$ cat src/icm_pkg.sv
// Shared constants and types for the two-wire master clocking block
package icm_pkg;

  // ----------------------------------------------------------------
  // Register map
  // ----------------------------------------------------------------
  localparam logic [15:0] OFS_RX     = 16'h0200;
  localparam logic [15:0] OFS_TX     = 16'h0202;
  localparam logic [15:0] OFS_RELOAD = 16'h0204;
  localparam logic [15:0] OFS_CTRL   = 16'h0206;
  localparam logic [15:0] OFS_STAT   = 16'h0208;
  localparam logic [15:0] OFS_ADDR   = 16'h020a;
  localparam logic [15:0] OFS_EVT    = 16'h020c;
  localparam logic [15:0] OFS_MASK   = 16'h020e;

  localparam logic [15:0] RST_RX     = 16'h0000;
  localparam logic [15:0] RST_TX     = 16'h00ff;
  localparam logic [15:0] RST_RELOAD = 16'h0000;
  localparam logic [15:0] RST_CTRL   = 16'h1000;
  localparam logic [15:0] RST_STAT   = 16'h0000;
  localparam logic [15:0] RST_ADDR   = 16'h0000;
  localparam logic [15:0] ADDR_WMASK = 16'h03ff;

  // ----------------------------------------------------------------
  // Field positions
  // ----------------------------------------------------------------
  localparam int CTRL_EN    = 15;
  localparam int CTRL_SIDL  = 13;
  localparam int CTRL_ACKDT = 5;
  localparam int CTRL_ACKEN = 4;
  localparam int CTRL_RCEN  = 3;
  localparam int CTRL_PEN   = 2;
  localparam int CTRL_RSEN  = 1;
  localparam int CTRL_SEN   = 0;
  localparam logic [15:0] CTRL_REQ_MASK = 16'h001f;

  localparam int STAT_ACK    = 15;
  localparam int STAT_TXACT  = 14;
  localparam int STAT_COLL   = 10;
  localparam int STAT_STOP   = 4;
  localparam int STAT_START  = 3;
  localparam int STAT_RXFULL = 1;
  localparam int STAT_TXFULL = 0;

  localparam int EVT_MASTER = 0;
  localparam int EVT_COLL   = 1;
  localparam int EVT_STOP   = 2;
  localparam int EVT_START  = 3;

  // ----------------------------------------------------------------
  // Timing
  // ----------------------------------------------------------------
  localparam int          CLK_HZ      = 100000000;
  localparam int          SCL_MAX_HZ  = 1000000;
  localparam logic [15:0] MIN_RELOAD  = 16'h0002;
  localparam logic [3:0]  LAST_BIT    = 4'h7;
  localparam logic [3:0]  ACK_BIT     = 4'h8;

  // ----------------------------------------------------------------
  // Types
  // ----------------------------------------------------------------
  typedef enum logic [2:0] {
    ST_IDLE, ST_START, ST_RESTART, ST_STOP, ST_TX, ST_RX, ST_ACK
  } icm_fsm_t;

  typedef struct packed {
    logic scl;
    logic sda;
  } icm_line_t;

  typedef struct packed {
    logic [15:0] addr;
    logic [15:0] wdata;
    logic        wr;
    logic        rd;
  } icm_req_t;

  typedef struct packed {
    icm_fsm_t    fsm;
    logic [1:0]  ph;
    logic [3:0]  bitn;
    logic [15:0] cnt;
    logic        wait_hi;
    logic [7:0]  shift;
    logic [7:0]  rx_data;
    logic [7:0]  tx_data;
    logic [15:0] reload;
    logic [15:0] ctrl;
    logic [9:0]  own_addr;
    logic        ackstat;
    logic        txact;
    logic        coll;
    logic        stop_seen;
    logic        start_seen;
    logic        rx_full;
    logic        tx_full;
    logic        lost;
    logic [3:0]  evt;
    logic [3:0]  mask;
    logic [2:0]  scl_sync;
    logic [2:0]  sda_sync;
    logic        scl_f;
    logic        sda_f;
    logic        sda_prev;
    logic        scl_oe;
    logic        sda_oe;
    logic        ev_pulse;
    logic        irq;
    logic [15:0] rdata;
  } icm_state_t;

endpackage

$ cat src/icm_master.sv
// Two-wire master clock generator, arbitration and bus monitor
//
// Overview of operation
// RL1: Clock counter loads the reload value, counts down to zero, then reloads and counts down again.
// RL2: Software never programs reload values zero or one.
// RL3: Any serial clock rate up to 1 MHz is reachable.
// RL4: Software derives the reload value from the clock ratio formula.
// RL5: Counter pauses while a released clock line is not yet seen high.
// RL6: Seeing the released clock high reloads the counter and restarts it.
// RL7: Released data line sampled low with clock high is a collision.
// RL8: Collision pulses the master event flag and idles the master.
// RL9: Collision in transmit stops shifting, clears buffer full, frees lines.
// RL10: Collision in a condition aborts it and clears its request bit.
// RL11: After collision the bus is watched; a Stop raises master event.
// RL12: After collision a new transmit write starts from the first bit.
// RL13: Software starts only when the bus is seen free.
// RL14: Sleep stops the master logic and aborts any transfer.
// RL15: In CPU idle the block runs unless halt in idle is set.
// RL16: Clock line toggles per rollover; receive bits shift in on rise.
// RL17: Transmit write sets buffer full and starts the counter.
// RL18: Collision sets a sticky collision bit cleared by software.
`timescale 1ns/100ps
`default_nettype none

module icm_master (
  input  wire logic             mclk,
  input  wire logic             nrst,
  input  wire logic             ce,
  input  wire icm_pkg::icm_req_t req,
  output logic [15:0]           rdata,
  input  wire icm_pkg::icm_line_t line_i,
  output icm_pkg::icm_line_t    line_o,
  output icm_pkg::icm_line_t    line_oe,
  input  wire logic             sleep_req,
  input  wire logic             cpu_idle,
  output logic                  irq,
  output logic                  master_event
);

  // ----------------------------------------------------------------
  // Helpers
  // ----------------------------------------------------------------
  // Illegal small reloads are raised to the floor so the clock still runs
  function automatic logic [15:0] eff_reload(input logic [15:0] v);
    eff_reload = (v < icm_pkg::MIN_RELOAD) ? icm_pkg::MIN_RELOAD : v;
  endfunction

  function automatic logic [15:0] status_word(input icm_pkg::icm_state_t t);
    status_word = 16'h0000;
    status_word[icm_pkg::STAT_ACK]    = t.ackstat;
    status_word[icm_pkg::STAT_TXACT]  = t.txact;
    status_word[icm_pkg::STAT_COLL]   = t.coll;
    status_word[icm_pkg::STAT_STOP]   = t.stop_seen;
    status_word[icm_pkg::STAT_START]  = t.start_seen;
    status_word[icm_pkg::STAT_RXFULL] = t.rx_full;
    status_word[icm_pkg::STAT_TXFULL] = t.tx_full;
  endfunction

  icm_pkg::icm_state_t s_reg;
  icm_pkg::icm_state_t s_next;

  // ----------------------------------------------------------------
  // Next state
  // ----------------------------------------------------------------
  always_comb begin
    logic run;
    logic busy;
    logic tick;
    logic coll;
    logic done;
    logic exp_one;
    logic start_det;
    logic stop_det;
    run       = 1'b0;
    busy      = 1'b0;
    tick      = 1'b0;
    coll      = 1'b0;
    done      = 1'b0;
    exp_one   = 1'b0;
    start_det = 1'b0;
    stop_det  = 1'b0;
    s_next    = s_reg;
    if (!nrst) begin
      s_next          = '0;
      s_next.fsm      = icm_pkg::ST_IDLE;
      s_next.rx_data  = icm_pkg::RST_RX[7:0];
      s_next.tx_data  = icm_pkg::RST_TX[7:0];
      s_next.reload   = icm_pkg::RST_RELOAD;
      s_next.ctrl     = icm_pkg::RST_CTRL;
      s_next.own_addr = icm_pkg::RST_ADDR[9:0];
      s_next.scl_sync = 3'b111;
      s_next.sda_sync = 3'b111;
      s_next.scl_f    = 1'b1;
      s_next.sda_f    = 1'b1;
      s_next.sda_prev = 1'b1;
    end else if (ce) begin
      // --------------------------------------------------------------
      // Pin sampling and bus monitor
      // --------------------------------------------------------------
      s_next.scl_sync = {s_reg.scl_sync[1:0], line_i.scl};
      s_next.sda_sync = {s_reg.sda_sync[1:0], line_i.sda};
      if (s_reg.scl_sync[2] == s_reg.scl_sync[1]) begin
        s_next.scl_f = s_reg.scl_sync[1];
      end
      if (s_reg.sda_sync[2] == s_reg.sda_sync[1]) begin
        s_next.sda_f = s_reg.sda_sync[1];
      end
      s_next.sda_prev = s_reg.sda_f;
      start_det = s_reg.sda_prev & ~s_reg.sda_f & s_reg.scl_f;
      stop_det  = ~s_reg.sda_prev & s_reg.sda_f & s_reg.scl_f;
      s_next.ev_pulse = 1'b0;

      run  = s_reg.ctrl[icm_pkg::CTRL_EN] && !sleep_req &&
             !(cpu_idle && s_reg.ctrl[icm_pkg::CTRL_SIDL]);  // see RL15
      busy = (s_reg.fsm != icm_pkg::ST_IDLE);

      // --------------------------------------------------------------
      // Register bus; hardware sets below override these clears
      // --------------------------------------------------------------
      s_next.rdata = 16'h0000;
      if (req.rd) begin
        case (req.addr)
          icm_pkg::OFS_RX: begin
            s_next.rdata   = {8'h00, s_reg.rx_data};
            s_next.rx_full = 1'b0;
          end
          icm_pkg::OFS_TX:     s_next.rdata = {8'h00, s_reg.tx_data};
          icm_pkg::OFS_RELOAD: s_next.rdata = s_reg.reload;
          icm_pkg::OFS_CTRL:   s_next.rdata = s_reg.ctrl;
          icm_pkg::OFS_STAT:   s_next.rdata = status_word(s_reg);
          icm_pkg::OFS_ADDR:   s_next.rdata = {6'h00, s_reg.own_addr};
          icm_pkg::OFS_EVT: begin
            s_next.rdata = {12'h000, s_reg.evt};
            s_next.evt   = 4'h0;
          end
          icm_pkg::OFS_MASK:   s_next.rdata = {12'h000, s_reg.mask};
          default:             s_next.rdata = 16'h0000;
        endcase
      end
      if (req.wr) begin
        case (req.addr)
          icm_pkg::OFS_TX: begin
            // A write while busy is dropped; the byte in flight is kept
            if (!busy && run) begin
              s_next.tx_data = req.wdata[7:0];
              s_next.tx_full = 1'b1;                       // see RL17
              s_next.txact   = 1'b1;
              s_next.fsm     = icm_pkg::ST_TX;
              s_next.ph      = 2'd0;
              s_next.bitn    = 4'h0;                       // see RL12
              s_next.shift   = req.wdata[7:0];
              s_next.sda_oe  = ~req.wdata[7];
              s_next.cnt     = eff_reload(s_reg.reload);   // see RL17
              s_next.wait_hi = 1'b0;
            end
          end
          icm_pkg::OFS_RELOAD: s_next.reload = req.wdata;  // see RL3
          icm_pkg::OFS_CTRL: begin
            s_next.ctrl = req.wdata;
            // Requests made while busy are disregarded
            if (busy) begin
              s_next.ctrl[4:0] = s_reg.ctrl[4:0];
            end
          end
          icm_pkg::OFS_STAT: begin
            if (!req.wdata[icm_pkg::STAT_COLL]) begin
              s_next.coll = 1'b0;                          // see RL18
            end
          end
          icm_pkg::OFS_ADDR: s_next.own_addr = req.wdata[9:0];
          icm_pkg::OFS_MASK: s_next.mask = req.wdata[3:0];
          default: ;
        endcase
      end

      // --------------------------------------------------------------
      // Clock counter
      // --------------------------------------------------------------
      if (run && busy) begin
        if (s_reg.wait_hi) begin
          if (s_reg.scl_f) begin
            s_next.cnt     = eff_reload(s_reg.reload);     // see RL6
            s_next.wait_hi = 1'b0;
            if (s_reg.fsm == icm_pkg::ST_RX) begin
              s_next.shift = {s_reg.shift[6:0], s_reg.sda_f};  // see RL16
            end
          end
        end else if (s_reg.cnt == 16'h0000) begin
          tick       = 1'b1;                               // see RL1
          s_next.cnt = eff_reload(s_reg.reload);
        end else begin
          s_next.cnt = s_reg.cnt - 16'h0001;               // see RL1
        end
      end

      // A driven-low data bit, receive and the ack slot expect no one
      exp_one = !(s_reg.fsm == icm_pkg::ST_RX) &&
                !(s_reg.fsm == icm_pkg::ST_TX && s_reg.bitn == 4'h8);
      coll = tick && exp_one && !s_reg.scl_oe && !s_reg.sda_oe &&
             s_reg.scl_f && !s_reg.sda_f;                  // see RL7

      // --------------------------------------------------------------
      // Master sequencer; every clock toggle happens on a rollover
      // --------------------------------------------------------------
      if (tick && !coll) begin
        case (s_reg.fsm)
          icm_pkg::ST_START: begin
            if (s_reg.ph == 2'd0) begin
              s_next.sda_oe = 1'b1;
              s_next.ph     = 2'd1;
            end else begin
              s_next.scl_oe = 1'b1;                        // see RL16
              s_next.ctrl[icm_pkg::CTRL_SEN] = 1'b0;
              done = 1'b1;
            end
          end
          icm_pkg::ST_RESTART: begin
            case (s_reg.ph)
              2'd0: s_next.sda_oe = 1'b0;
              2'd1: begin
                s_next.scl_oe  = 1'b0;
                s_next.wait_hi = 1'b1;                     // see RL5
              end
              2'd2: s_next.sda_oe = 1'b1;
              default: begin
                s_next.scl_oe = 1'b1;
                s_next.ctrl[icm_pkg::CTRL_RSEN] = 1'b0;
                done = 1'b1;
              end
            endcase
            s_next.ph = s_reg.ph + 2'd1;
          end
          icm_pkg::ST_STOP: begin
            case (s_reg.ph)
              2'd0: s_next.sda_oe = 1'b1;
              2'd1: begin
                s_next.scl_oe  = 1'b0;
                s_next.wait_hi = 1'b1;                     // see RL5
              end
              default: begin
                s_next.sda_oe = 1'b0;
                s_next.ctrl[icm_pkg::CTRL_PEN] = 1'b0;
                done = 1'b1;
              end
            endcase
            s_next.ph = s_reg.ph + 2'd1;
          end
          icm_pkg::ST_TX, icm_pkg::ST_RX, icm_pkg::ST_ACK: begin
            if (s_reg.ph == 2'd0) begin
              s_next.scl_oe  = 1'b0;                       // see RL16
              s_next.wait_hi = 1'b1;                       // see RL5
              s_next.ph      = 2'd1;
            end else begin
              s_next.scl_oe = 1'b1;                        // see RL16
              s_next.ph     = 2'd0;
              s_next.bitn   = s_reg.bitn + 4'h1;
              case (s_reg.fsm)
                icm_pkg::ST_TX: begin
                  if (s_reg.bitn == icm_pkg::ACK_BIT) begin
                    s_next.ackstat = s_reg.sda_f;
                    s_next.tx_full = 1'b0;
                    s_next.txact   = 1'b0;
                    done = 1'b1;
                  end else begin
                    s_next.shift  = {s_reg.shift[6:0], 1'b0};
                    s_next.sda_oe = (s_reg.bitn == icm_pkg::LAST_BIT) ?
                                    1'b0 : ~s_reg.shift[6];
                  end
                end
                icm_pkg::ST_RX: begin
                  if (s_reg.bitn == icm_pkg::LAST_BIT) begin
                    s_next.rx_data = s_reg.shift;
                    s_next.rx_full = 1'b1;
                    s_next.ctrl[icm_pkg::CTRL_RCEN] = 1'b0;
                    done = 1'b1;
                  end
                end
                default: begin
                  s_next.sda_oe = 1'b0;
                  s_next.ctrl[icm_pkg::CTRL_ACKEN] = 1'b0;
                  done = 1'b1;
                end
              endcase
            end
          end
          default: ;
        endcase
      end

      if (done) begin
        s_next.fsm      = icm_pkg::ST_IDLE;
        s_next.ev_pulse = 1'b1;
        s_next.evt[icm_pkg::EVT_MASTER] = 1'b1;
      end

      // Dispatch one pending request from idle
      if (run && !busy && !(req.wr && req.addr == icm_pkg::OFS_TX)) begin
        s_next.ph      = 2'd0;
        s_next.bitn    = 4'h0;
        s_next.wait_hi = 1'b0;
        s_next.cnt     = eff_reload(s_reg.reload);
        if (s_reg.ctrl[icm_pkg::CTRL_SEN]) begin
          s_next.fsm = icm_pkg::ST_START;
        end else if (s_reg.ctrl[icm_pkg::CTRL_RSEN]) begin
          s_next.fsm = icm_pkg::ST_RESTART;
        end else if (s_reg.ctrl[icm_pkg::CTRL_PEN]) begin
          s_next.fsm = icm_pkg::ST_STOP;
        end else if (s_reg.ctrl[icm_pkg::CTRL_RCEN]) begin
          s_next.fsm    = icm_pkg::ST_RX;
          s_next.sda_oe = 1'b0;
        end else if (s_reg.ctrl[icm_pkg::CTRL_ACKEN]) begin
          s_next.fsm    = icm_pkg::ST_ACK;
          s_next.sda_oe = ~s_reg.ctrl[icm_pkg::CTRL_ACKDT];
        end
      end

      // --------------------------------------------------------------
      // Collision and power abort
      // --------------------------------------------------------------
      if (coll) begin
        s_next.fsm      = icm_pkg::ST_IDLE;                // see RL8
        s_next.ev_pulse = 1'b1;                            // see RL8
        s_next.evt[icm_pkg::EVT_MASTER] = 1'b1;
        s_next.evt[icm_pkg::EVT_COLL]   = 1'b1;
        s_next.coll     = 1'b1;                            // see RL18
        s_next.tx_full  = 1'b0;                            // see RL9
        s_next.txact    = 1'b0;
        s_next.ctrl     = s_reg.ctrl & ~icm_pkg::CTRL_REQ_MASK;  // see RL10
        s_next.sda_oe   = 1'b0;                            // see RL9
        s_next.scl_oe   = 1'b0;
        s_next.wait_hi  = 1'b0;
        s_next.lost     = 1'b1;                            // see RL11
      end
      if (sleep_req || !s_reg.ctrl[icm_pkg::CTRL_EN]) begin
        // Clocks stopped: whatever was in flight is lost, lines let go
        s_next.fsm     = icm_pkg::ST_IDLE;                 // see RL14
        s_next.cnt     = 16'h0000;
        s_next.wait_hi = 1'b0;
        s_next.sda_oe  = 1'b0;
        s_next.scl_oe  = 1'b0;
        s_next.txact   = 1'b0;
        s_next.tx_full = 1'b0;
      end

      if (start_det) begin
        s_next.start_seen = 1'b1;
        s_next.stop_seen  = 1'b0;
        s_next.evt[icm_pkg::EVT_START] = 1'b1;
      end
      if (stop_det) begin
        s_next.stop_seen  = 1'b1;
        s_next.start_seen = 1'b0;
        s_next.evt[icm_pkg::EVT_STOP] = 1'b1;
        if (s_reg.lost) begin
          s_next.lost     = 1'b0;
          s_next.ev_pulse = 1'b1;                          // see RL11
          s_next.evt[icm_pkg::EVT_MASTER] = 1'b1;
        end
      end
      s_next.irq = |(s_next.evt & s_next.mask);
    end
  end

  always_ff @(posedge mclk) begin
    s_reg <= s_next;
  end

  // ----------------------------------------------------------------
  // Outputs
  // ----------------------------------------------------------------
  assign rdata        = s_reg.rdata;
  assign line_o       = '0;
  assign line_oe.scl  = s_reg.scl_oe;
  assign line_oe.sda  = s_reg.sda_oe;
  assign irq          = s_reg.irq;
  assign master_event = s_reg.ev_pulse;

endmodule

`default_nettype wire

$ cat config.mk
export PLATFORM = sky130hd
export DESIGN_NAME = icm_master
export DESIGN_NICKNAME = d
export VERILOG_FILES = /design/src/icm_pkg.sv /design/src/icm_master.sv
export SDC_FILE = /design/constraint.sdc
export NUM_CORES = 1
export LEC_CHECK = 0
export BUFFER_PORTS_ARGS = -buffer_cell sky130_fd_sc_hd__buf_2
export CORE_MARGIN = 2
export CORE_UTILIZATION = 57
export CTS_CLUSTER_DIAMETER = 200
export DETAILED_ROUTE_END_ITERATION = 6
export PLACE_DENSITY_LB_ADDON = 0.05
export SLEW_MARGIN = 30
export SYNTH_ARGS = -nofsm -noshare
export SYNTH_HDL_FRONTEND = slang
export SYNTH_SLANG_ARGS = --single-unit
$ cat constraint.sdc
create_clock -name mclk -period 4.4 [get_ports mclk]
set_input_delay 0.88 -clock mclk [delete_from_list [all_inputs] [get_ports mclk]]
set_output_delay 0.88 -clock mclk [all_outputs]
set_load 0.01 [all_outputs]
* Word-level counts from Yosys, hierarchy flattened
Index checks and enable logic that the tools add are counted.
Storage, ports and cells: input bits 41, bits in registers 137, logic and storage cells 275, output and inout port bits 22
Operators by class: bitwise gates (word level) 12, add/sub/neg operators 3, $lt $le $gt $ge 1, equality and inequality tests 24, reductions and logical operators 53, muxes and demuxes 150
Operator list (number):
- $mux W34 | 5
- $eq A16 B10 Y1 const B | 8
- $pmux W16 S8 | 1
- $mux W16 | 6
- $mux W1 | 78
- $mux W25 | 2
- $mux W8 | 5
- $mux W17 | 2
- $mux W2 | 16
- $mux W4 | 8
- $mux W3 | 9
- $mux W26 | 1
- $mux W5 | 4
- $reduce_and A6 Y1 | 3
- $logic_not A16 Y1 | 1
- $lt A16 B2 Y1 const B | 1
- $sub A16 B1 Y16 const B | 1
- $logic_and A1 B1 Y1 | 15
- $mux W15 | 1
- $pmux W1 S2 | 6
- $reduce_and A4 Y1 | 3
- $logic_not A1 Y1 | 11
- $mux W10 | 1
- $eq A3 B3 Y1 const B | 3
- other kinds (30) | 52

* Depth between registers and ports, before layout
Gate-level depths: netlist of the first run.
depth after elaboration 27, gate-level depth with buffers 10

* Worst setup path after synthesis of the first run
No wires, ideal clock.
path type input to register, start input port req[21] (netlist name), end register s_reg (netlist bit irq), arrival 2.598 ns, cell stages on the path 7, slack 1.665 ns, required time 4.263 ns, cells stage by stage clkbuf_1 nor4bb_1 nand4_1 nor2_1 mux2_2 o311ai_0 o211ai_1
On the way: longest elaborated chain between the ends 13
RTL lines:
- start: declaration | line icm_master.sv:29 | input wire icm_pkg::icm_req_t req,
- $eq A16 B10 Y1 | line icm_master.sv:122 | case (req.addr)
- $mux W4 | line icm_master.sv:122
- $mux W4 | line icm_master.sv:121 | if (req.rd) begin
- $mux W1 | line icm_master.sv:290 | if (done) begin
- $mux W2 | line icm_master.sv:320 | if (coll) begin
- $mux W2 | line icm_master.sv:96 | end else if (ce) begin
- $mux W2 | line icm_master.sv:83 | if (!nrst) begin
- $mux W1 | line icm_master.sv:354 | if (s_reg.lost) begin
- $mux W1 | line icm_master.sv:350 | if (stop_det) begin
- $mux W1 | line icm_master.sv:96
- $mux W1 | line icm_master.sv:83
- $and A4 B4 Y4 (*) | line icm_master.sv:360 | s_next.irq = |(s_next.evt & s_next.mask);
- $reduce_or A4 Y1 (*) | line icm_master.sv:360
- end signal: assignment | line icm_master.sv:365 | s_reg <= s_next;
- end: declaration | line icm_master.sv:59 | icm_pkg::icm_state_t s_reg;
Every way passes the cells marked *; elsewhere a longest branch is shown, timed or not. The select of a mux whose other input is x is not followed. A chain may end at the register's enable or synchronous reset.

* Final worst setup path of the first run
start register s_reg[118] (netlist name), end register s_reg[135] (netlist name)
On the way: longest elaborated chain between the ends 25
RTL lines:
- $logic_not A16 Y1 (*) | line icm_master.sv:188 | end else if (s_reg.cnt == 16'h0000) begin
- $mux W1 (*) | line icm_master.sv:188
- $mux W1 (*) | line icm_master.sv:180 | if (s_reg.wait_hi) begin
- $mux W1 (*) | line icm_master.sv:179 | if (run && busy) begin
- $mux W1 (*) | line icm_master.sv:96
- $mux W1 (*) | line icm_master.sv:83
- $logic_and A1 B1 Y1 (4 in a row) | line icm_master.sv:199 | coll = tick && exp_one && !s_reg.scl_oe && !s_reg.sda_oe &&
- $logic_and A1 B1 Y1 | line icm_master.sv:200 | s_reg.scl_f && !s_reg.sda_f;
- [6 not listed]
- $mux W3 | line icm_master.sv:311 | end else if (s_reg.ctrl[icm_pkg::CTRL_ACKEN]) begin
- $mux W3 | line icm_master.sv:308 | end else if (s_reg.ctrl[icm_pkg::CTRL_RCEN]) begin
- $mux W3 | line icm_master.sv:306 | end else if (s_reg.ctrl[icm_pkg::CTRL_PEN]) begin
- $mux W3 | line icm_master.sv:304 | end else if (s_reg.ctrl[icm_pkg::CTRL_RSEN]) begin
- $mux W3 | line icm_master.sv:302 | if (s_reg.ctrl[icm_pkg::CTRL_SEN]) begin
- $mux W26 | line icm_master.sv:297 | if (run && !busy && !(req.wr && req.addr == icm_pkg::OFS_TX)) begin
- $mux W3 (*) | line icm_master.sv:320
- $mux W3 (*) | line icm_master.sv:334 | if (sleep_req || !s_reg.ctrl[icm_pkg::CTRL_EN]) begin
Marks and branches as above.

==> results of run 1 <==
-- worst max-delay path, stage by stage (launching register included) --
cell	delay, ns
dfxtp_1	0.36
or4_1	0.70
nor4_1	0.63
nand4_1	0.18
a21oi_1	0.52
o221ai_1	0.25
a32o_1	0.29
-- synth_stat cells (9+ instances only) --
library cell / n / share of area
nand2b_1: 11 / 0.0094
mux2i_1: 35 / 0.048
buf_4: 21 / 0.021
clkbuf_1: 43 / 0.022
nand2_1: 163 / 0.083
nand4_1: 14 / 0.012
dfxtp_1: 137 / 0.37
nor2_1: 71 / 0.036
nand3_1: 32 / 0.022
a22oi_1: 13 / 0.013
inv_1: 22 / 0.011
nor3_1: 19 / 0.013
o31ai_1: 15 / 0.015
a221oi_1: 17 / 0.020
nor4_1: 12 / 0.010
a21oi_1: 78 / 0.053
nor2b_1: 9 / 0.0077
o21ai_0: 52 / 0.035
-- cells by family (layout without fill, tap and decap cells) --
kind of cell             count (synthesis)  in the layout  synth area share
other                                    1              2          0.000510
buffers and inverters                   99            129            0.0646
adder cells (fa/ha/maj)                  8              8            0.0136
multiplexers                            39             39            0.0553
AND/OR/NAND/NOR                        384            384             0.251
XOR/XNOR                                 5              5           0.00595
AO/OA/AOI/OAI                          261            261             0.236
flip-flops                             137            137             0.373
-- final cells by class --
cell class	instances	area, sq um
inverter	23	86.3
clock buffer	21	460
tap	172	215
fill	1109	4440
multi-input combinational	699	4140
sequential	137	2740
timing repair buffer	75	413
clock inverter	10	118
-- per-stage QoR --
| stage | utilization | setup WS, ns |
|---|---|---|
| floorplan | - | 1.66 |
| global placement | 0.602 | 1.13 |
| detailed placement | 0.602 | 1.01 |
| CTS | 0.648 | 1.43 |
| global route | 0.648 | 1.10 |
| finish | 0.648 | 1.35 |
-- where the power goes --
part | switching, mW | internal, mW | total, mW
Combinational | 0.0855 | 0.0343 | 0.120
Sequential | 0.00262 | 1.24 | 1.25
Clock | 0.559 | 0.864 | 1.42
-- metal layers --
layer | GRT usage | wire [um]
met3 | 0.0625 | 2460
met4 | 0.135 | 678
met2 | 0.549 | 11100
met5 | 0 | 0
met1 | 0.466 | 9790
-- how the worst max path moves through the flow --
stage                                 start  cells after the start                 endpoint
finish              s_reg[118]$_SDFFE_PN0P_                      6  s_reg[135]$_SDFFE_PN0P_
detailed placement                  req[24]                      7         irq$_SDFFE_PN0P_
global placement                  sleep_req                      7  s_reg[135]$_SDFFE_PN0P_
CTS                                 req[24]                      7         irq$_SDFFE_PN0P_
global route                        req[24]                      8   s_reg[65]$_SDFFE_PN0P_
floorplan                           req[21]                      7         irq$_SDFFE_PN0P_
==> reports/results.tsv, run 1 <==
metric	value	unit
largest_register_ffs	117	
powerDensity	341	nW/um^2
drt_iter0_drc	1058	
ctsHoldBuffers	0	
reg2reg_from	s_reg[118]$_SDFFE_PN0P_	
min_path_cells	2	
synth-warning-count	0	
fin_crit	3.05	ns
path_class	flop to flop	
via_per_inst	6.58	
fin_crit_sh	0.693	
ff2ff_path_depth	6	
worstPathArrival	3.36	ns
die_h	118	um
root_buffer	clkbuf_16	
crit_fanout	7	
avgSynthCellArea	7.88	sq um
async_flop_share	0	
path_clk_slew	0.06	ns
dieArea	13800	sq um
r2r_slack	1.35	ns
fmax	0.328	GHz
crit_path_start_kind	flop	
cts_num_sinks	137	
worstSkewPairLatency	0.42	ns
cts-resized-gates	0	
drc	0	
die_x	118	um
drv_slew	0	
vias	7477	
yosysUniqueCellTypes	80	
nets	1002	
h-tree-depth	4	
first_pass_iters	6	
cts_buffers	17	
dpl_cell_area	7600	sq um
syn_inst	934	
status	finished, final reports clean	
drive_gt1_frac	0.126	
core_area	12600	sq um
grt_max_degree	63	
antenna_found_initial	0	
holdWs	0.451	ns
cts_tree	done	
skew	0.00797	ns
synth_edf_count	0	
drt-total-wl	24000	um
hp-start	s_reg[53]$_SDFFE_PN0P_	
tns	0	ns
leakagePower	3.23	nW
finalSetupViolations	0	
r2r-end	s_reg[135]$_SDFFE_PN0P_	
hpwl	16900	um
gr-total-overflow	0	
routedWlPerCell	21.1	um
pin_count	63	
io_buffers	60	
synthFlopType	dfxtp_1	
track_usage	0.346	
grt_first_pass_wirelength	38000	um
synth_seq_cells	137	
crit_path_end_kind	flop	
worst_pin_slew	0.759	ns
rows	41	
design_area	8180	sq um
antenna_cells	0	
detail-route-antenna-nets	0	
power	2.79	mW
hold_viol	0	
min_to	s_reg[53]$_SDFFE_PN0P_	
crit_required	4.71	ns
ys_seq_area_frac	0.373	
relSlewSlack	0.490	
stdcell_count	1137	
place_congestion	0.963	
cts_setup_buffers	0	
ir_drop	0.275	mV
hold_class	flop to flop	
placed_cells	1106	
final_common_cell	nand2_1	
netlist_area	7360	sq um
maxCapViolCount	0	
final_cell_mix	nand2_1 (163), dfxtp_1 (137), a21oi_1 (78)	
grt_pass1_vias	6969	
rsz0062_at_grt	no	
cts.path.max_buffers	2	
area_delta_synth_final	11.2	%
start_util	0.583	
Power figures use the tool's default switching activity.
==> inputs of run 2 (changes only) <==
ABC_AREA = 1   (was unset)
clock period = 2.85 ns   (was 4.4 ns; I/O delays follow)
==> run 2 against run 1 <==
Net effect: flip-flop and latch count is the same; clock power grew 57%; combinational power grew 83%; design area grew 9.4%; first-iteration DRC count shrank 25%; worst setup slack lost 0.77 ns; die area grew 8.9%; maximum frequency grew 34%; register-to-register slack lost 0.77 ns; final cell count grew 27%.
==> reports/results.tsv, run 2 <==
metric	value	unit	change
status	finished, final reports clean		
rows	43		+4.9%
maxCapViolCount	0		unchanged
dieArea	15100	sq um	+8.9%
final_common_cell	nand2_1		
largest_register_ffs	117		unchanged
drc	0		unchanged
crit_top_cell	nand2_2		
synth_top_area_cell	dfxtp_1		
path_class	flop to flop		
skew	0.00963	ns	+0.00166 ns
rsz0062_at_grt	no		
ir_drop	0.409	mV	+49%
multi_input_area	4310	sq um	+4.0%
drt_iter0_drc	795		-25%
io_buffers	60		unchanged
drive_gt1_frac	0.130		+0.00363
yosysTopAreaCellShare	0.341		-0.0316
hpwl	17500	um	+3.7%
async_flop_share	0		unchanged
final_cell_mix	nand2_1 (280), inv_1 (151), dfxtp_1 (137)		
ff2ff_path_depth	15		+9
crit_path_end_kind	flop		
path_clk_slew	0.06	ns	about the same
powerDensity	491	nW/um^2	+44%
cp_num_buf_inv	4		+4
crit_path_start_kind	flop		
stdcell_count	1441		+27%
synthTopCellsByArea	dfxtp_1 (34%), nand2_1 (13%), a21oi_1 (7.7%)		
gr-total-overflow	0		unchanged
track_usage	0.318		-0.0276
drv_slew	0		unchanged
first_pass_iters	6		unchanged
crit_fanout	21		+14
synthTopCellsByCount	nand2_1 (280), inv_1 (151), dfxtp_1 (137)		
hold_class	primary input to flop		
pin_count	63		unchanged
nets	1297		+29%
antenna_found_initial	0		unchanged
worstPathArrival	2.63	ns	-0.73 ns
netlist_area	8040	sq um	+9.3%
ys_seq_area_frac	0.341		-0.0316
leakagePower	3.97	nW	+23%
vias	8091		+8.2%
relSlewSlack	0.479		-0.0110
synth_seq_cells	137		unchanged
synth_edf_count	0		unchanged
cts_tree	done		
tns	0	ns	unchanged
critPathSlowestCell	dfxtp_1		
avgSynthCellArea	6.58	sq um	-16%
grt_first_pass_wirelength	37000	um	-2.4%
cp.depth	15		+9
grt_pass1_vias	7069		+1.4%
area_delta_synth_final	11.3	%	
synth-warning-count	0		unchanged
crit_family	simple AND/OR/NAND/NOR gates		
ctsHoldBuffers	0		unchanged
drt-total-wl	23700	um	-1.3%
hold_viol	0		unchanged
start_util	0.581		-0.00168
design_area	8940	sq um	+9.4%
worst_pin_slew	0.781	ns	+0.0223 ns
h-tree-depth	4		unchanged
fin_crit	2.27	ns	-0.776 ns
detail-route-antenna-nets	0		unchanged
root_buffer	clkbuf_16		
routedWlPerCell	16.5	um	-22%
seqCellArea	2740	sq um	unchanged
fmax	0.440	GHz	+34%
crit_required	3.21	ns	-1.50 ns
min_path_cells	3		+1
via_per_inst	5.61		-15%
die_x	123	um	+4.4%
core_area	13800	sq um	+9.6%
fillCellCount	1338		+21%
finalSetupViolations	0		unchanged
fin_crit_sh	0.798		+0.105
cts-resized-gates	0		unchanged
cts_num_sinks	137		unchanged
place_congestion	0.915		-5.0%
cp_cell_sequence	inv_1, ha_1, inv_1, nor2_1, nand2_1, nor2_2, nand2_2, nor2_4, nand2_2, nand2_2, inv_2, nand4_2, buf_4, o21ai_0, a21oi_1		
yosysUniqueCellTypes	50		-38%
synthFlopType	dfxtp_1		
placed_cells	1409		+27%
grt_max_degree	78		+24%
antenna_cells	0		unchanged
syn_inst	1221		+31%
worstSkewPairLatency	0.43	ns	about the same
cts_buffers	17		unchanged
synth.most_common_cell	nand2_1		
die_h	123	um	+4.4%
cts_setup_buffers	0		unchanged
dpl_cell_area	8340	sq um	+9.8%
cts.path.max_buffers	2		unchanged
cpPeakStageDelay	0.36	ns	-0.34 ns
[run 2: changes by cell type in the layout (fill, tap and decap cells not counted), moves of 30 or more]
cell,previous run,this run
o211ai_1,4,34
nand2_1,163,280
nand3_1,32,100
inv_1,21,151
a21oi_1,78,123
o21ai_0,52,86
mux2i_1,35,0
[run 2: cell type report]
type,count,share of cell area
clock buffers,19,0.0506
flip-flops and latches,137,0.307
multi-input cells,851,0.482
repair buffers,77,0.0506
inverters,164,0.0688
clock inverters,13,0.0164
well taps,180,0.0252
[run 2: cells by family after synthesis]
family          share of synthesized area
fa+ha+maj                          0.0125
xor+xnor                          0.00763
buf+inv                             0.124
flops                               0.341
compound gates                      0.205
simple gates                        0.309
other cells                      0.000467
[run 2: final timing paths]
check	start	to	slack, ns
setup reg to reg	s_reg[112]$_SDFFE_PN0P_	s_reg[64]$_SDFFE_PN0P_	0.58
hold / removal	line_i[0]	s_reg[23]$_SDFFE_PN1P_	0.35
hold reg to reg	s_reg[49]$_SDFFE_PN0P_	s_reg[49]$_SDFFE_PN0P_	0.45
setup / recovery	s_reg[112]$_SDFFE_PN0P_	s_reg[64]$_SDFFE_PN0P_	0.58
[run 2: per-layer routing]
layer / share of wire / GRT usage / vias to the layer above
met5: 0 / 0 / -
met4: 0.023 / 0.105 / 0
met3: 0.073 / 0.0692 / 47
met2: 0.45 / 0.484 / 307
met1: 0.46 / 0.445 / 3675
li1: - / - / 4062
[run 2: power breakdown]
| part | internal (mW) | switching, mW | total (mW) |
|---|---|---|---|
| sequential | 1.93 | 0.0110 | 1.94 |
| combinational | 0.0623 | 0.157 | 0.219 |
| clock | 1.34 | 0.890 | 2.23 |
| total | 3.33 | 1.06 | 4.39 |
[run 2: worst register-to-register path: stages, from the launching register on]
cell,delay (ns)
dfxtp_1,0.36
inv_1,0.13
ha_1,0.18
inv_1,0.04
nor2_1,0.07
nand2_1,0.06
nor2_2,0.10
nand2_2,0.12
nor2_4,0.15
nand2_2,0.16
nand2_2,0.15
inv_2,0.09
nand4_2,0.07
buf_4,0.24
o21ai_0,0.11
a21oi_1,0.17
[run 2: metrics by stage]
step | power [mW] | util | setup slack, ns | hold slack [ns]
6_report | 4.39 | 0.647 | 0.576 | 0.349
5_1_grt | 4.50 | 0.647 | 0.372 | 0.364
4_1_cts | 4.39 | 0.647 | 0.610 | 0.344
3_5_place_dp | 2.20 | 0.603 | 0.399 | 0.437
3_3_place_gp | 2.20 | 0.603 | 0.476 | 0.433
2_1_floorplan | 2.10 | - | 0.893 | 0.424
==> inputs of run 3 (changes only) <==
clock period = 2.1 ns   (was 2.85 ns; I/O delays follow)
==> run 3 against run 2 <==
Net effect: routed wire length up 3.2%; sequential power up 36%; utilization up 4.6 points; total power up 36%; register-to-register slack worse by 0.55 ns; via count up 5.4%; clock-buffer cell count down 1; final cell count up 5.1%; clock power up 36%; global-route usage up 1.8 points; largest cell class unchanged.
==> reports/results.tsv, run 3 (synthesis gave the netlist of run 2 again) <==
metric	value	unit	change
crit_family	simple AND/OR/NAND/NOR gates		
crit_required	2.45	ns	-0.76 ns
setup_ws	0.0293	ns	-0.546 ns
dpl_cell_area	8860	sq um	+6.2%
ctsHoldBuffers	0		unchanged
area_delta_synth_final	19.2	%	
critPathSlowestCell	dfxtp_2		
drc	0		unchanged
finalSetupViolations	0		unchanged
routedWlPerCell	16.2	um	-1.7%
hold_class	primary input to flop		
hold_viol	0		unchanged
hp-start	line_i[0]		
final_common_cell	nand2_1		
holdWs	0.205	ns	-0.144 ns
stdcell_count	1514		+5.1%
switchingPower	1.48	mW	+40%
reg2reg_from	s_reg[112]$_SDFFE_PN0P_		
cts_num_sinks	137		unchanged
dieArea	15100	sq um	unchanged
cpPeakStageDelay	0.32	ns	-0.04 ns
r2r_slack	0.03	ns	-0.55 ns
antenna_found_initial	0		unchanged
min_path_cells	3		unchanged
die_x	123	um	unchanged
r2r-end	line_oe[0]$_SDFFE_PN0P_		
cts_tree	done		
rsz0062_at_grt	yes		
hpwl	18100	um	+3.8%
swShare	0.248		+0.00736
grt_first_pass_wirelength	39500	um	+6.6%
detail-route-antenna-nets	0		unchanged
pwr-share-seq	0.440		-0.002
worst_pin_slew	0.544	ns	-0.237 ns
min_to	s_reg[23]$_SDFFE_PN1P_		
core_area	13800	sq um	unchanged
drt_iter0_drc	917		+15%
fmax	0.483	GHz	+9.8%
crit_path_end_kind	flop		
fin_crit	2.07	ns	-0.204 ns
status	finished, final reports clean		
crit_path_start_kind	flop		
gr-total-overflow	0		unchanged
final_cell_mix	nand2_1 (277), inv_1 (146), dfxtp_1 (134)		
p_int	4.49	mW	+35%
drive_gt1_frac	0.190		+0.0603
antenna_cells	0		unchanged
cts.path.max_buffers	2		unchanged
grt_max_degree	61		-22%
cp_cell_sequence	inv_2, ha_4, inv_2, nor2_1, nand2_1, nor2_2, nand2_4, nor2_4, nand2_4, nor2_4, buf_6, o21ai_0, and2_1, nand2_1, nand2_1, a21oi_1		
skew	0.00792	ns	-0.00172 ns
grt_pass1_vias	7869		+11%
ir_drop	0.626	mV	+53%
crit_top_cell	nand2_1		
pre_cts_ws	-0.0311	ns	-0.430 ns
die_h	123	um	unchanged
start_util	0.581		unchanged
via_per_inst	5.63		+0.35%
cp_num_buf_inv	3		-1
powerDensity	624	nW/um^2	+27%
pin_count	63		unchanged
design_area	9580	sq um	+7.2%
maxCapViolCount	0		unchanged
drv_slew	0		unchanged
placed_cells	1476		+4.8%
nets	1370		+5.6%
worstSkewPairLatency	0.42	ns	about the same
largest_register_ffs	117		unchanged
p_comb_frac	0.053		+0.003
rows	43		unchanged
fillCellCount	1278		-4.5%
h-tree-depth	4		unchanged
power	5.98	mW	+36%
seqCellArea	2750	sq um	+0.14%
drt-total-wl	24500	um	+3.2%
relSlewSlack	0.634		+0.155
leakagePower	4.38	nW	+10%
ff2ff_path_depth	16		+1
root_buffer	clkbuf_16		
track_usage	0.335		+0.0176
worstPathArrival	2.42	ns	-0.21 ns
first_pass_iters	6		unchanged
path_clk_slew	0.06	ns	about the same
fin_crit_sh	0.986		+0.188
path_class	flop to flop		
multi_input_area	4380	sq um	+1.7%
place_congestion	0.964		+5.4%
power_frac_clock	0.507		about the same
io_buffers	60		unchanged
vias	8531		+5.4%
crit_fanout	5		-76%
cts_buffers	17		unchanged
==> run 3: what timing repair did <==
action | in CTS | in global routing
endpoints found under the setup margin | 0 | 46
hold endpoints to repair | 0 | 0
resized for setup | 0 | 35
buffers inserted | 0 | 6
==> run 3: final cells by class <==
cell class                      count  share of cell area
Clock buffer                       18              0.0448
Clock inverter                     14              0.0168
Inverter                          164              0.0645
Multi-Input combinational cell    851               0.457
Sequential cell                   137               0.287
Tap cell                          180              0.0235
Timing Repair Buffer              150               0.107
==> run 3: power groups by stage <==
stage          clock network [mW]  registers, mW  logic (mW)
3_5_place_dp                    0           2.69       0.309
3_3_place_gp                    0           2.69       0.309
6_report                     3.03           2.63       0.318
4_1_cts                      3.03           2.63       0.311
5_1_grt                      3.15           2.63       0.346
2_1_floorplan                   0           2.68       0.171
==> run 3: through the flow <==
step                      setup TNS [ns]   util
after floorplan                        0      -
after global placement            -0.150  0.641
after detailed placement         -0.0479  0.641
after CTS                              0  0.683
after global routing               -1.60  0.693
final                                  0  0.693
==> run 3: how the worst max path moves through the flow <==
stage                                 start                       to  slack [ns]  depth (start not counted)
floorplan           s_reg[112]$_SDFFE_PN0P_  s_reg[105]$_SDFFE_PN0P_        0.27                         15
global placement                    req[22]    rdata[4]$_SDFFE_PN0P_       -0.06                         14
detailed placement                  req[22]         irq$_SDFFE_PN0P_       -0.03                         15
CTS                 s_reg[128]$_SDFFE_PN0P_   s_reg[60]$_SDFFE_PN0P_        0.03                         14
global route        s_reg[112]$_SDFFE_PN0P_  line_oe[0]$_SDFFE_PN0P_       -0.13                         16
finish              s_reg[112]$_SDFFE_PN0P_  line_oe[0]$_SDFFE_PN0P_        0.03                         16
==> run 3: worst min-delay path, cell delays in order <==
cell	delay [ns]
buf_2	0.07
nand2_1	0.04
nand3_1	0.06
==> run 3: routing by layer <==
layer / track usage / part of all wire / vias up / routed length [um]
li1: - / - / 4220 / -
met1: 0.457 / 0.46 / 3880 / 11200
met2: 0.521 / 0.44 / 372 / 10800
met3: 0.0702 / 0.075 / 59 / 1840
met4: 0.125 / 0.026 / 0 / 628
met5: 0 / 0 / - / 0
